$ cat config.mk
export PLATFORM = sky130hd
export DESIGN_NAME = supply_supervisor_events
export DESIGN_NICKNAME = d
export VERILOG_FILES = /design/src/pkg/supply_supervisor_pkg.sv /design/src/hw/settle_timer.sv /design/src/hw/supply_supervisor_events.sv
export SDC_FILE = /design/constraint.sdc
export NUM_CORES = 1
export LEC_CHECK = 0
export BUFFER_PORTS_ARGS = -buffer_cell sky130_fd_sc_hd__buf_2
export CAP_MARGIN = 20
export CELL_PAD_IN_SITES_DETAIL_PLACEMENT = 0
export CELL_PAD_IN_SITES_GLOBAL_PLACEMENT = 2
export CORE_UTILIZATION = 34
export CTS_BUF_LIST = sky130_fd_sc_hd__clkbuf_4 sky130_fd_sc_hd__clkbuf_8
export CTS_CLUSTER_DIAMETER = 60
export CTS_CLUSTER_SIZE = 40
export DETAILED_ROUTE_END_ITERATION = 8
export GPL_TIMING_DRIVEN = 0
export PLACE_DENSITY = 0.91
export SLEW_MARGIN = 30
export SYNTH_ARGS = -nofsm -noshare
export SYNTH_HDL_FRONTEND = slang
export SYNTH_SLANG_ARGS = --single-unit
$ cat constraint.sdc
create_clock -name clock -period 2.7 [get_ports clock]
set_input_delay 0.27 -clock clock [delete_from_list [all_inputs] [get_ports clock]]
set_output_delay 0.27 -clock clock [all_outputs]
set_load 0.05 [all_outputs]
$ cat src/pkg/supply_supervisor_pkg.sv
package supply_supervisor_pkg;

  // ----------------------------------------
  // Timing
  // ----------------------------------------
  localparam int CLK_PERIOD_NS = 8;
  localparam int FP_SETTLE_NS = 2000;
  localparam int NORM_SETTLE_NS = 150000;
  // Least times, so round up to whole cycles
  localparam int FP_SETTLE_CYCLES = (FP_SETTLE_NS + CLK_PERIOD_NS - 1) / CLK_PERIOD_NS;
  localparam int NORM_SETTLE_CYCLES = (NORM_SETTLE_NS + CLK_PERIOD_NS - 1) / CLK_PERIOD_NS;
  localparam int SETTLE_CNT_W = 16;

  // ----------------------------------------
  // Register map (byte offsets)
  // ----------------------------------------
  localparam int ADR_W = 8;
  localparam logic [7:0] CTRL_HIGH_OFS = 8'h00;
  localparam logic [7:0] CTRL_LOW_OFS = 8'h04;
  localparam logic [7:0] FLAG_OFS = 8'h08;
  localparam logic [7:0] IRQ_STATUS_OFS = 8'h0C;
  localparam logic [7:0] IRQ_MASK_OFS = 8'h10;
  localparam logic [7:0] STATE_OFS = 8'h14;

  // Sides: index 0 high side, 1 low side
  localparam int SIDE_HIGH = 0;
  localparam int SIDE_LOW = 1;
  localparam int SIDES = 2;

  // Flag / interrupt layout
  localparam int FLAG_W = 4;
  localparam int FLAG_TRIP = 0;
  localparam int FLAG_SETTLE = 2;

  // ----------------------------------------
  // Control register layout
  // ----------------------------------------
  typedef struct packed {
    logic [1:0] level;
    logic keepOn;
    logic resetEnable;
    logic fullPerf;
    logic enable;
  } ctrl_t;

  localparam int CTRL_W = 6;
  localparam ctrl_t CTRL_RESET = 6'h01;
  localparam logic [FLAG_W-1:0] FLAG_RESET = 4'h0;

endpackage : supply_supervisor_pkg

$ cat src/hw/settle_timer.sv
`timescale 1ns/1ps
module settle_timer
  import supply_supervisor_pkg::*;
#(
  parameter int CntW = SETTLE_CNT_W,
  parameter logic [SETTLE_CNT_W-1:0] FpCycles = SETTLE_CNT_W'(FP_SETTLE_CYCLES),
  parameter logic [SETTLE_CNT_W-1:0] NormCycles = SETTLE_CNT_W'(NORM_SETTLE_CYCLES)
)
(
  // Clock and reset
  input wire logic clock,
  input wire logic rstSync_n,
  // Control
  input wire logic active,
  input wire logic start,
  input wire logic skip,
  input wire logic fullPerf,
  // Status
  output logic settled,
  output logic expired
);

  logic [CntW-1:0] count_q;
  logic settled_q;
  logic expired_q;

  always_ff @(posedge clock or negedge rstSync_n)
  begin
    if (!rstSync_n)
    begin
      count_q <= '0;
      settled_q <= 1'b0;
      expired_q <= 1'b0;
    end
    else
    begin
      expired_q <= 1'b0;
      if (!active)
      begin
        count_q <= '0;
        settled_q <= 1'b0;
      end
      else if (skip)
      begin
        // Results honoured at once, no mask at all
        count_q <= '0;
        settled_q <= 1'b1;
      end
      else if (start)
      begin
        count_q <= fullPerf ? FpCycles : NormCycles;
        settled_q <= 1'b0;
      end
      else if (count_q != '0)
      begin
        count_q <= count_q - 1'b1;
        if (count_q == CntW'(1))
        begin
          settled_q <= 1'b1;
          expired_q <= 1'b1;
        end
      end
    end
  end

  assign settled = settled_q;
  assign expired = expired_q;

endmodule : settle_timer

$ cat src/hw/supply_supervisor_events.sv
// Decided for this implementation: the Wishbone interface to the registers and the register offsets.
`timescale 1ns/1ps
module supply_supervisor_events
  import supply_supervisor_pkg::*;
#(
  parameter logic [SETTLE_CNT_W-1:0] NormCycles = SETTLE_CNT_W'(NORM_SETTLE_CYCLES),
  parameter bit PucSkipsSettle = 1'b1
)
(
  // Clock and reset
  input wire logic clock,
  input wire logic arst_n,
  // Wishbone slave
  input wire logic cyc_i,
  input wire logic stb_i,
  input wire logic we_i,
  input wire logic [ADR_W-1:0] adr_i,
  input wire logic [31:0] dat_i,
  input wire logic [3:0] sel_i,
  output logic [31:0] dat_o,
  output logic ack_o,
  // Supply side
  input wire logic [SIDES-1:0] compTrip,
  input wire logic deepSleep,
  input wire logic powerUpClear,
  output logic [SIDES-1:0] compOn,
  output logic porRequest,
  output logic gpioHighZ,
  // Interrupt
  output logic irq
);

  // ----------------------------------------
  // Reset release
  // ----------------------------------------
  logic rstMeta_q;
  logic rstSync_n;

  always_ff @(posedge clock or negedge arst_n)
  begin
    if (!arst_n)
    begin
      rstMeta_q <= 1'b0;
      rstSync_n <= 1'b0;
    end
    else
    begin
      rstMeta_q <= 1'b1;
      rstSync_n <= rstMeta_q;
    end
  end

  // ----------------------------------------
  // Bus slave
  // ----------------------------------------
  function automatic logic hit(input logic [ADR_W-1:0] adr, input logic [7:0] ofs);
    hit = (adr[ADR_W-1:2] == ofs[ADR_W-1:2]);
  endfunction : hit

  logic ack_q;
  logic [31:0] rdata_q;
  logic [31:0] readMux;
  logic wrEn;
  logic [SIDES-1:0] ctrlWr;
  logic flagWr;
  logic statusWr;
  logic maskWr;

  // Write lands on the edge that the master sees ack
  assign wrEn = cyc_i && stb_i && we_i && ack_q && sel_i[0];
  assign ctrlWr[SIDE_HIGH] = wrEn && hit(adr_i, CTRL_HIGH_OFS);
  assign ctrlWr[SIDE_LOW] = wrEn && hit(adr_i, CTRL_LOW_OFS);
  assign flagWr = wrEn && hit(adr_i, FLAG_OFS);
  assign statusWr = wrEn && hit(adr_i, IRQ_STATUS_OFS);
  assign maskWr = wrEn && hit(adr_i, IRQ_MASK_OFS);

  always_ff @(posedge clock or negedge rstSync_n)
  begin
    if (!rstSync_n)
    begin
      ack_q <= 1'b0;
      rdata_q <= 32'h0000_0000;
    end
    else
    begin
      ack_q <= cyc_i && stb_i && !ack_q;
      if (cyc_i && stb_i && !ack_q)
      begin
        rdata_q <= readMux;
      end
    end
  end

  assign ack_o = ack_q;
  assign dat_o = rdata_q;

  // ----------------------------------------
  // Control registers
  // ----------------------------------------
  ctrl_t ctrl_q [SIDES];
  logic [SIDES-1:0] flagEnable_q;
  logic pucDly_q;

  for (genvar s = 0; s < SIDES; s++)
  begin : g_ctrl
    always_ff @(posedge clock or negedge rstSync_n)
    begin
      if (!rstSync_n)
      begin
        ctrl_q[s] <= CTRL_RESET;
        flagEnable_q[s] <= 1'b1;
      end
      else if (ctrlWr[s])
      begin
        ctrl_q[s] <= ctrl_t'(dat_i[CTRL_W-1:0]);
        flagEnable_q[s] <= 1'b1;
      end
      else if (powerUpClear)
      begin
        ctrl_q[s] <= CTRL_RESET;
        if (!ctrl_q[s].enable)
        begin
          flagEnable_q[s] <= 1'b0;
        end
      end
    end
  end

  always_ff @(posedge clock or negedge rstSync_n)
  begin
    if (!rstSync_n)
    begin
      pucDly_q <= 1'b0;
    end
    else
    begin
      pucDly_q <= powerUpClear;
    end
  end

  // ----------------------------------------
  // Comparator power and settling
  // ----------------------------------------
  logic [SIDES-1:0] compOnPrev_q;
  logic [SIDES-1:0] settled;
  logic [SIDES-1:0] expired;
  logic [SIDES-1:0] settleStart;
  logic [SIDES-1:0] settleSkip;
  logic [SIDES-1:0] fpSel;

  for (genvar s = 0; s < SIDES; s++)
  begin : g_side
    ctrl_t ctrlNext;
    // A write restarts the mask, so its new mode must pick the length
    assign ctrlNext = ctrlWr[s] ? ctrl_t'(dat_i[CTRL_W-1:0]) : ctrl_q[s];
    assign fpSel[s] = ctrlNext.fullPerf;
    // Costs sleep current when kept on
    assign compOn[s] = ctrl_q[s].enable && (!deepSleep || ctrl_q[s].keepOn);
    // Comparator power-up, except right after a power-up clear, or any control write restarts the mask
    assign settleStart[s] = (compOn[s] && !compOnPrev_q[s]) || ctrlWr[s];
    assign settleSkip[s] = PucSkipsSettle && pucDly_q && compOn[s] && !compOnPrev_q[s];

    settle_timer #(
      .CntW(SETTLE_CNT_W),
      .FpCycles(SETTLE_CNT_W'(FP_SETTLE_CYCLES)),
      .NormCycles(NormCycles)
    ) u_timer (
      .clock(clock),
      .rstSync_n(rstSync_n),
      .active(compOn[s]),
      .start(settleStart[s]),
      .skip(settleSkip[s]),
      .fullPerf(fpSel[s]),
      .settled(settled[s]),
      .expired(expired[s])
    );
  end

  always_ff @(posedge clock or negedge rstSync_n)
  begin
    if (!rstSync_n)
    begin
      compOnPrev_q <= '0;
    end
    else
    begin
      compOnPrev_q <= compOn;
    end
  end

  // ----------------------------------------
  // Trip and settle flags
  // ----------------------------------------
  logic [SIDES-1:0] tripEvent;
  logic [FLAG_W-1:0] flag_q;
  logic [FLAG_W-1:0] flagSet;

  assign tripEvent = compTrip & compOn & settled & flagEnable_q;
  assign flagSet = {expired, tripEvent};

  // Writing zero clears; a set in the same cycle wins
  always_ff @(posedge clock or negedge rstSync_n)
  begin
    if (!rstSync_n)
    begin
      flag_q <= FLAG_RESET;
    end
    else if (flagWr)
    begin
      flag_q <= (flag_q & dat_i[FLAG_W-1:0]) | flagSet;
    end
    else
    begin
      flag_q <= flag_q | flagSet;
    end
  end

  // ----------------------------------------
  // Reset request and pins
  // ----------------------------------------
  logic porRequest_q;
  logic gpioHighZ_q;
  logic [SIDES-1:0] porCause;

  for (genvar s = 0; s < SIDES; s++)
  begin : g_por
    // Reset fires even when flag operation is off
    assign porCause[s] = compTrip[s] && compOn[s] && settled[s] && ctrl_q[s].resetEnable;
  end

  always_ff @(posedge clock or negedge rstSync_n)
  begin
    if (!rstSync_n)
    begin
      porRequest_q <= 1'b0;
      gpioHighZ_q <= 1'b0;
    end
    else
    begin
      porRequest_q <= |porCause;
      gpioHighZ_q <= (|flag_q[FLAG_TRIP +: SIDES]) && ((compOn & ~settled) != '0);
    end
  end

  assign porRequest = porRequest_q;
  assign gpioHighZ = gpioHighZ_q;

  // ----------------------------------------
  // Interrupts
  // ----------------------------------------
  logic [FLAG_W-1:0] irqStatus_q;
  logic [FLAG_W-1:0] irqMask_q;
  logic irq_q;

  always_ff @(posedge clock or negedge rstSync_n)
  begin
    if (!rstSync_n)
    begin
      irqStatus_q <= FLAG_RESET;
      irqMask_q <= FLAG_RESET;
      irq_q <= 1'b0;
    end
    else
    begin
      if (statusWr)
      begin
        irqStatus_q <= (irqStatus_q & ~dat_i[FLAG_W-1:0]) | flagSet;
      end
      else
      begin
        irqStatus_q <= irqStatus_q | flagSet;
      end
      if (maskWr)
      begin
        irqMask_q <= dat_i[FLAG_W-1:0];
      end
      irq_q <= |(irqStatus_q & irqMask_q);
    end
  end

  assign irq = irq_q;

  // ----------------------------------------
  // Read mux
  // ----------------------------------------
  always_comb
  begin
    readMux = 32'h0000_0000;
    if (hit(adr_i, CTRL_HIGH_OFS))
      readMux[CTRL_W-1:0] = ctrl_q[SIDE_HIGH];
    else if (hit(adr_i, CTRL_LOW_OFS))
      readMux[CTRL_W-1:0] = ctrl_q[SIDE_LOW];
    else if (hit(adr_i, FLAG_OFS))
      readMux[FLAG_W-1:0] = flag_q;
    else if (hit(adr_i, IRQ_STATUS_OFS))
      readMux[FLAG_W-1:0] = irqStatus_q;
    else if (hit(adr_i, IRQ_MASK_OFS))
      readMux[FLAG_W-1:0] = irqMask_q;
    else if (hit(adr_i, STATE_OFS))
      readMux[3*SIDES-1:0] = {flagEnable_q, settled, compOn};
  end

  // ----------------------------------------
  // Assertions
  // ----------------------------------------
  // Edges since a full-performance start on the high side; 0 when idle
  localparam logic [SETTLE_CNT_W-1:0] FP_AGE_END = SETTLE_CNT_W'(FP_SETTLE_CYCLES + 1);
  logic [SETTLE_CNT_W-1:0] fpAge_q;

  always_ff @(posedge clock or negedge rstSync_n)
  begin
    if (!rstSync_n)
    begin
      fpAge_q <= '0;
    end
    else if (!compOn[SIDE_HIGH] || settleSkip[SIDE_HIGH])
    begin
      fpAge_q <= '0;
    end
    else if (settleStart[SIDE_HIGH])
    begin
      fpAge_q <= fpSel[SIDE_HIGH] ? SETTLE_CNT_W'(1) : '0;
    end
    else if (fpAge_q != '0 && fpAge_q != FP_AGE_END)
    begin
      fpAge_q <= fpAge_q + 1'b1;
    end
  end

  property p_fpMask;
    @(posedge clock) disable iff (!rstSync_n)
    (fpAge_q != '0) |-> (settled[SIDE_HIGH] == (fpAge_q == FP_AGE_END));
  endproperty
  a_fpMask: assert property (p_fpMask) else $error("full-performance mask not 250 cycles");

  property p_normLonger;
    @(posedge clock) disable iff (!rstSync_n)
    (compOn[0] && !compOnPrev_q[0] && !pucDly_q && !fpSel[0]) |-> ##250 (!settled[0] || !compOn[0]);
  endproperty
  a_normLonger: assert property (p_normLonger) else $error("normal mask as short as full-performance");

  property p_tripFlag;
    @(posedge clock) disable iff (!rstSync_n)
    tripEvent[0] |=> flag_q[FLAG_TRIP];
  endproperty
  a_tripFlag: assert property (p_tripFlag) else $error("trip did not set flag");

  property p_tripPor;
    @(posedge clock) disable iff (!rstSync_n)
    (compTrip[1] && compOn[1] && settled[1] && ctrl_q[1].resetEnable) |=> porRequest;
  endproperty
  a_tripPor: assert property (p_tripPor) else $error("trip with reset enable gave no reset");

  property p_pinsFloat;
    @(posedge clock) disable iff (!rstSync_n)
    ((|flag_q[FLAG_TRIP +: SIDES]) && compOn[0] && !settled[0]) |=> gpioHighZ;
  endproperty
  a_pinsFloat: assert property (p_pinsFloat) else $error("pins driven while tripped and settling");

  property p_sleepOff;
    @(posedge clock) disable iff (!rstSync_n)
    (deepSleep && !ctrl_q[0].keepOn) |-> !compOn[0];
  endproperty
  a_sleepOff: assert property (p_sleepOff) else $error("comparator on in deep sleep");

  property p_sleepKeep;
    @(posedge clock) disable iff (!rstSync_n)
    (ctrl_q[0].enable && ctrl_q[0].keepOn) |-> compOn[0];
  endproperty
  a_sleepKeep: assert property (p_sleepKeep) else $error("kept-on comparator switched off");

  property p_pucEnable;
    @(posedge clock) disable iff (!rstSync_n)
    (powerUpClear && ctrlWr == '0) |=> (ctrl_q[0].enable && ctrl_q[1].enable);
  endproperty
  a_pucEnable: assert property (p_pucEnable) else $error("power-up clear left supervisor off");

  property p_pucFlagsOff;
    @(posedge clock) disable iff (!rstSync_n)
    (powerUpClear && !ctrl_q[1].enable && !ctrlWr[1]) |=> !flagEnable_q[1] ##1 (!flagEnable_q[1] || $past(ctrlWr[1]));
  endproperty
  a_pucFlagsOff: assert property (p_pucFlagsOff) else $error("flags live after clear of off supervisor");

  property p_writeRearm;
    @(posedge clock) disable iff (!rstSync_n)
    ctrlWr[1] |=> flagEnable_q[1];
  endproperty
  a_writeRearm: assert property (p_writeRearm) else $error("control write did not re-enable flags");

  property p_settleFlag;
    @(posedge clock) disable iff (!rstSync_n)
    (flag_q[FLAG_SETTLE] && !(flagWr && !dat_i[FLAG_SETTLE])) |=> flag_q[FLAG_SETTLE];
  endproperty
  a_settleFlag: assert property (p_settleFlag) else $error("settle flag lost without zero write");

  c_fpSettle: cover property (@(posedge clock) disable iff (!rstSync_n) expired[0] && ctrl_q[0].fullPerf);
  c_tripPor: cover property (@(posedge clock) disable iff (!rstSync_n) porRequest && flag_q[FLAG_TRIP]);
  c_pucOff: cover property (@(posedge clock) disable iff (!rstSync_n) powerUpClear && !ctrl_q[1].enable);
  c_sleepWake: cover property (@(posedge clock) disable iff (!rstSync_n) $fell(deepSleep) && settleStart[1]);

endmodule : supply_supervisor_events

==> results.md, run 1 <==
- Arr. time, crit path: 2530 ps
- Remaining DRCs: 8
- Worst Clk Skew: 13.29 ps
- Cell taking the most area after synthesis: dfrtp_1
- Largest net degree at the start of global routing: 49
- I/O Pins: 91
- Clk_lat worst skew: 360 ps
- Starting Density: 0.3555
- Buffers plus inverters on the worst setup path: 2
- RSZ-0062 raised after global routing: false
- Max Cap Viol: 0
- Placed Area: 4593 um2
- CTS tree: built
- Hold Crit Class: input port to flip-flop
- Logic pwr share: 0.301
- Pleak: 0.002295 uW
- Global route total overflow: 0
- Count leader, synth: dfrtp_1
- Mapped Cells: 434
- Fin. Hold Viols: 0
- Run status: complete, but fails checks
- Relative slew slack: 0.4970
- First-pass GRT wire length: 16630 um
- Final Instance Area: 4793 um2
- Die area: 12590 um2
- Critical path, cell by cell: inv_1, ha_1, nor3b_1, nand2b_4, or3_1, buf_2, nor2_4, mux2_4
- Clock Sinks: 77
- Mapped Avg Cell Area: 9.514 um2
- Total GRT Usage: 0.1693
- First-pass DRT Iterations: 6
- Longest Clk Path Bufs: 2
- Cell count after placement: 635
- Top area cells in the synthesized netlist: dfrtp_1 44%, nand2_1 5.6%, buf_4 5.5%, o21ai_0 3.2%, nor2_1 2.8%
- Max Clock Freq: 437.7 MHz
- Nets: 561
- CTS clock-pin slew for the worst setup and hold paths: 80 ps
- Htree depth: 3
- Pint: 2071 uW
- Period utilization: 0.8462
- Crit Path Max Fanout: 6
- N_diodes: 0
- FF+latch count, synth: 77
- Seq/Total Area, Yosys: 0.4679
- Worst slew pin tran: 747.6 ps
- # rows: 39
- Top-area cell type share of the netlist area: 0.4424
- Failing checks: design-rule violations
- Top Family by Delay on Critical Path: simple AND/OR/NAND/NOR gates
- Detailed placement HPWL: 7303 um
- Initial DRC Count: 188
- CP endpoint kind: flip-flop
- Setup CP Type: flip-flop to flip-flop
- Wire per inst: 15.15 um
- Routability cong.: 0.8610
- Core ar.: 11610 um2
- CP max stage delay: 430 ps
- Ys flop type: dfrtp_1
- Post-route insts no fill: 652
- Post-synthesis async set-or-reset flop share: 1.000
- Via count: 3273
- CP Launch Type: flip-flop
- Net Sw Frac: 0.3468
- Final min period: 2285 ps
- Initial antenna violation count: 0
- Syn-to-layout area delta: 16.09%
- Part of the power in registers: 0.438
- Die height: 112.2 um
- Die Wd: 112.2 um
- Sw power: 1099 uW
- Final ANT Viol Nets: 0
- Max-slew violation count: 0
- Hold_ws: 113.5 ps
- WL final: 9880 um
- Post-synth cell types: 58
- Crit path max-delay cell type: nor3b_1
- Final setup violation count: 0
- Final Util: 0.4127
- Fin Setup TNS: 0 ps
- Yosys warns: 0
- Port Buf Inserts: 32
- Synthesized area: 4129 um2
- Post-synth EDFFs: 0
- Pwr Density: 661.4 nW/um2
- TritonCTS buffer count: 9
- PostCTS Resize Cnt: 0
- Top cell types by occurrence after synthesis: 73 x dfrtp_1, 62 x nand2_1, 31 x nor2_1
- Clk pwr share: 0.261
- Clock Root Buffer: clkbuf_8
- CP required: 2950 ps
- Worst IR drop on VDD: 250.4 uV
- Share of layout cells above drive strength 1: 0.2240
- Routed vias/inst: 5.020
- Vias in the first global route: 3240
registers in the layout, indices dropped and copies added (netlist names), 2 cells and up:
name                    count
compOnPrev_q                2
ctrl_q                     12
dat_o                       6
flagEnable_q                2
flag_q                      4
g_side.u_timer.count_q     32
g_side.u_timer.expired      2
g_side.u_timer.settled      2
irqMask_q                   4
irqStatus_q                 4
per-layer routing:
metal | up-vias | GRT usage | wire length [um]
met2 | 78 | 0.2795 | 4687
met1 | 1560 | 0.2180 | 4521
met4 | 0 | 0.06844 | 191
met5 | - | 0 | 0
li1 | 1621 | - | -
met3 | 14 | 0.03402 | 480
worst register-to-register path: cells and delay by family, from the launching register on:
family	cells	cell delay, ps
multiplexers	1	300
AND/OR/NAND/NOR	4	950
buffers and inverters	2	280
adder cells (fa/ha/maj)	1	230
flip-flops	1	410
through the flow:
stage               setup WS [ps]  total power [uW]
floorplan                   403.8              2157
global placement           -487.2              2331
detailed placement          263.2              2355
CTS                         408.9              3207
global route                273.0              3376
finish                      415.3              3170
area by class of cell:
class | instances | area (um2)
Buffer | 40 | 270.3
Sequential cell | 77 | 1936
Clock inverter | 2 | 10.01
Fill cell | 1165 | 6820
Clock buffer | 14 | 173.9
Tap cell | 143 | 178.9
Inverter | 13 | 48.80
Multi-Input combinational cell | 329 | 1978
Timing Repair Buffer | 34 | 197.7
worst paths after layout:
path	end	slack (ps)	depth (start not counted)	startpoint
worst max-delay path	g_side[1].u_timer.count_q[1]	420	8	g_side[1].u_timer.count_q[0]
worst min-delay path	pucDly_q	110	1	powerUpClear
worst max register to register	g_side[1].u_timer.count_q[1]	420	8	g_side[1].u_timer.count_q[0]
worst min register to register	g_side[1].u_timer.count_q[3]	250	0	rstSync_n
max in group asynchronous	ctrl_q[6]	1820	1	rstSync_n
min in group asynchronous	rstSync_n	220	2	arst_n
power groups by stage:
| stage | Combinational (uW) | Sequential, uW | Clock, uW |
|---|---|---|---|
| 2_1_floorplan | 762 | 1390 | 0 |
| 6_report | 955 | 1390 | 827 |
| 3_3_place_gp | 915 | 1420 | 0 |
| 5_1_grt | 1060 | 1410 | 906 |
| 4_1_cts | 957 | 1390 | 863 |
| 3_5_place_dp | 946 | 1410 | 0 |
layout by cell type (no fill, tap or decap), types with 5 or more instances in the layout:
cell type / instances
nor3_1: 11
clkbuf_8: 11
xor2_1: 9
a21oi_1: 22
inv_1: 12
nand2b_1: 8
nand4_1: 8
buf_2: 38
or2_2: 5
xnor2_1: 13
or3_1: 5
nand2_1: 62
buf_4: 30
nor2_1: 31
o21ai_0: 26
nand3_1: 8
mux2i_1: 6
nor4_1: 6
mux2_2: 6
dfrtp_1: 72
conb_1: 27
a31oi_1: 9
cell families after synthesis:
group | count (synthesis) | synth area share
AO/OA/AOI/OAI | 85 | 0.1239
XOR/XNOR | 22 | 0.04667
adder cells (fa/ha/maj) | 4 | 0.01212
buffers and inverters | 53 | 0.07727
flip-flops | 77 | 0.4679
multiplexers | 14 | 0.04000
other | 2 | 0.001819
AND/OR/NAND/NOR | 177 | 0.2303
timing repair:
action | 4_1_cts | 5_1_grt
buffers inserted | 0 | 0
hold buffers | 1 | 0
endpoints found under the hold margin | 2 | 0
No activity file was read; power rests on OpenSTA's default activity.
==> run 2, diff against run 1 <==
- ABC_AREA: default -> 1
- CORE_UTILIZATION: 34 -> 29
- PLACE_DENSITY: 0.91 -> 0.87
- clock period: 2.7 -> 1.9 ns (I/O delays scaled with it)
==> run 2 against run 1 <==
The run still ends with design-rule violations left. Clock-buffer cell count shrank 4. Area after synthesis up 6.9%. Wire length increased by 9.8%. Flip-flop and latch count is the same. Worst hold slack got worse by 48 ps. Clock skew decreased by 8.1 ps. Sequential share of layout area down 3.2 points. Combinational power up 48%. Final cell count increased by 30%. Critical endpoint is now compOn[1].
==> results.md, run 2 <==
- Run status: complete, but fails checks (unchanged)
- Failing checks: design-rule violations (unchanged)
- Top area cells in the synthesized netlist: dfrtp_1 41%, nand2_1 11%, nor2_1 7.7%, inv_1 6.2%, buf_4 4.8% (was dfrtp_1 44%, nand2_1 5.6%, buf_4 5.5%, o21ai_0 3.2%, nor2_1 2.8%)
- Port Buf Inserts: 33 (was 32)
- Sw power: 1739 uW (was 1099 uW)
- Worst slew pin tran: 632.3 ps (was 747.6 ps)
- Initial DRC Count: 227 (was 188)
- Hold Crit Class: input port to flip-flop (unchanged)
- Worst IR drop on VDD: 403.3 uV (was 250.4 uV)
- Worst r2r dst: g_side[1].u_timer.count_q[14] (was g_side[1].u_timer.count_q[1])
- CTS tree: built (unchanged)
- Fin Setup TNS: 0 ps (unchanged)
- Crit Path Max Fanout: 4 (was 6)
- Die Wd: 125.4 um (was 112.2 um)
- Longest Clk Path Bufs: 2 (unchanged)
- CP endpoint kind: primary output (was flip-flop)
- Max reg flops: 32 (unchanged)
- DP Worst Slack: -20.91 ps (was 263.2 ps)
- Pwr Density: 885.6 nW/um2 (was 661.4 nW/um2)
- Clk pwr share: 0.276 (was 0.261)
- TritonCTS buffer count: 9 (unchanged)
- Final Instance Area: 5206 um2 (was 4793 um2)
- # rows: 44 (was 39)
- Syn-to-layout area delta: 17.98% (was 16.09%)
- Pleak: 0.002741 uW (was 0.002295 uW)
- Logic pwr share: 0.307 (was 0.301)
- CP required: 1710 ps (was 2950 ps)
- Nets: 718 (was 561)
- CTS clock-pin slew for the worst setup and hold paths: 80 ps (about the same)
- N_diodes: 0 (unchanged)
- Initial antenna violation count: 0 (unchanged)
- Hold path start: stb_i (was powerUpClear)
- Max-slew violation count: 0 (unchanged)
- Top-area cell type share of the netlist area: 0.4139 (was 0.4424)
- Period utilization: 0.9379
- Final Util: 0.3542 (was 0.4127)
- Max Clock Freq: 561.2 MHz
- Commonest non-fill, non-tap cells in the layout: 134 x nand2_1, 87 x nor2_1, 72 x inv_1, 72 x dfrtp_1, 37 x nand3_1 (was 72 x dfrtp_1, 62 x nand2_1, 38 x buf_2, 31 x nor2_1, 30 x buf_4)
- Die area: 15710 um2 (was 12590 um2)
- First-pass DRT Iterations: 8 (was 6)
- Clock Sinks: 77 (unchanged)
- Net Sw Frac: 0.3772 (was 0.3468)
- Setup CP Type: flip-flop to primary output (was flip-flop to flip-flop)
- Final setup violation count: 0 (unchanged)
- Placed Area: 4933 um2 (was 4593 um2)
- Max Cap Viol: 0 (unchanged)
- Reg2Reg Setup Slack: 150 ps (was 420 ps)
- Count leader, synth: nand2_1 (was dfrtp_1)
- Global route total overflow: 0 (unchanged)
- Routability cong.: 0.8305 (was 0.8610)
- Top cell types by occurrence after synthesis: 135 x nand2_1, 90 x nor2_1, 73 x dfrtp_1, 73 x inv_1, 38 x nand3_1 (was 73 x dfrtp_1, 62 x nand2_1, 31 x nor2_1)
- Reg2reg start: ctrl_q[0] (was g_side[1].u_timer.count_q[0])
- Hold path depth: 3 (was 1)
- Cell taking the most area after synthesis: dfrtp_1 (unchanged)
- Synthesized area: 4413 um2 (was 4129 um2)
- Total Power: 4610 uW (was 3170 uW)
- Clock Root Buffer: clkbuf_8 (unchanged)
- Mapped Cells: 585 (was 434)
- I/O Pins: 91 (unchanged)
- Mapped Avg Cell Area: 7.544 um2 (was 9.514 um2)
- Endpoint, Worst Hold: ack_o (was pucDly_q)
- Final ANT Viol Nets: 0 (unchanged)
- Remaining DRCs: 1 (was 8)
- Worst Clk Skew: 5.170 ps (was 13.29 ps)
- Routed vias/inst: 4.515 (was 5.020)
- Part of the power in registers: 0.417 (was 0.438)
- Wire per inst: 12.76 um (was 15.15 um)
- CP Launch Type: flip-flop (unchanged)
- Post-synth EDFFs: 0 (unchanged)
- Vias in the first global route: 3720 (was 3240)
- Share of layout cells above drive strength 1: 0.1922 (was 0.2240)
- Arr. time, crit path: 1590 ps (was 2530 ps)
- Post-synthesis async set-or-reset flop share: 1.000 (unchanged)
- Fin worst setup slack: 118.1 ps (was 415.3 ps)
- Via count: 3838 (was 3273)
- Yosys warns: 0 (unchanged)
- Total GRT Usage: 0.1471 (was 0.1693)
- Post-synth cell types: 38 (was 58)
- Starting Density: 0.3002 (was 0.3555)
- First-pass GRT wire length: 18130 um (was 16630 um)
- Commonest non-fill, non-tap cell in the layout: nand2_1 (was dfrtp_1)
- Pint: 2871 uW (was 2071 uW)
- Core ar.: 14700 um2 (was 11610 um2)
- Fin. Hold Viols: 0 (unchanged)
- WL final: 10850 um (was 9880 um)
- Seq/Total Area, Yosys: 0.4378 (was 0.4679)
- Top reg by flops: g_side.u_timer.count_q (unchanged)
- Largest net degree at the start of global routing: 49 (unchanged)
- Ys flop type: dfrtp_1 (unchanged)
- Die height: 125.4 um (was 112.2 um)
- FF+latch count, synth: 77 (unchanged)
- Relative slew slack: 0.5757 (was 0.4970)
- RSZ-0062 raised after global routing: false (unchanged)
- Htree depth: 3 (unchanged)
- Worst-case reg-to-reg path depth: 7 (was 8)
- Detailed placement HPWL: 8469 um (was 7303 um)
- Final min period: 1782 ps
- Clk_lat worst skew: 370 ps (was 360 ps)
[run 2: changes by cell type after synthesis, sizes merged, moves of 13 or more]
cell,delta
xnor2,-13
nor2,+69
inv,+63
nand2,+78
nand3,+36
[run 2: per-layer routing]
| layer | GRT usage | up-vias | wire length (um) |
|---|---|---|---|
| li1 | - | 1961 | - |
| met1 | 0.1894 | 1805 | 5024 |
| met2 | 0.2448 | 62 | 5249 |
| met3 | 0.03209 | 10 | 431 |
| met4 | 0.04806 | 0 | 144 |
| met5 | 0 | - | 0 |
[run 2: area by class of cell]
| class | count | area [um2] |
|---|---|---|
| well taps | 184 | 230.2 |
| flip-flops and latches | 77 | 1936 |
| fillers | 1571 | 9493 |
| clock inverters | 6 | 63.81 |
| repair buffers | 40 | 242.7 |
| inverters | 76 | 285.3 |
| clock buffers | 10 | 131.4 |
| plain buffers | 30 | 225.2 |
| multi-input cells | 427 | 2092 |
[run 2: cells by family (layout without fill, tap and decap cells)]
group	after synthesis	count (layout)	synth area share
xor+xnor	6	6	0.01191
fa+ha+maj	4	4	0.01134
simple gates	316	316	0.3232
buf+inv	106	162	0.1157
other cells	2	27	0.001702
flops	77	77	0.4378
compound gates	74	74	0.09838
[run 2: how the worst max path moves through the flow]
stage	startpoint	end	depth (start not counted)
after floorplan	ack_o	g_side[1].u_timer.settled	10
after global placement	g_side[0].u_timer.count_q[0]	g_side[0].u_timer.count_q[9]	9
after detailed placement	g_side[0].u_timer.count_q[0]	g_side[0].u_timer.count_q[12]	9
after CTS	g_side[0].u_timer.count_q[0]	g_side[0].u_timer.count_q[9]	9
after global routing	g_side[1].u_timer.count_q[7]	g_side[1].u_timer.count_q[14]	8
final	ctrl_q[0]	compOn[1]	4
[run 2: repair_timing]
action | 4_1_cts | 5_1_grt
hold endpoints to repair | 3 | 0
endpoints found under the setup margin | 6 | 26
resized for setup | 1 | 8
buffers inserted | 4 | 0
hold buffers | 2 | 0
gates cloned | 0 | 0
[run 2: power by group through the flow]
| stage | Combinational [uW] | Clock (uW) | Sequential (uW) |
|---|---|---|---|
| after floorplan | 1070 | 0 | 1950 |
| after global placement | 1330 | 0 | 1970 |
| after detailed placement | 1370 | 0 | 1960 |
| after CTS | 1390 | 1320 | 1920 |
| after global routing | 1610 | 1370 | 1950 |
| final | 1410 | 1270 | 1920 |
[run 2: per-stage QoR]
| step | cells | hold slack, ps |
|---|---|---|
| final | 850 | 65.80 |
| after global routing | 850 | 65.48 |
| after CTS | 850 | 49.69 |
| after detailed placement | 828 | -24.24 |
| after global placement | 827 | -23.67 |
| after floorplan | 610 | -105.6 |
[run 2: worst max-delay path, cell delays in order, from the launching register on]
cell and delay [ps]:
dfstp_2 580, inv_1 90, a21oi_4 170, buf_4 130, buf_2 240
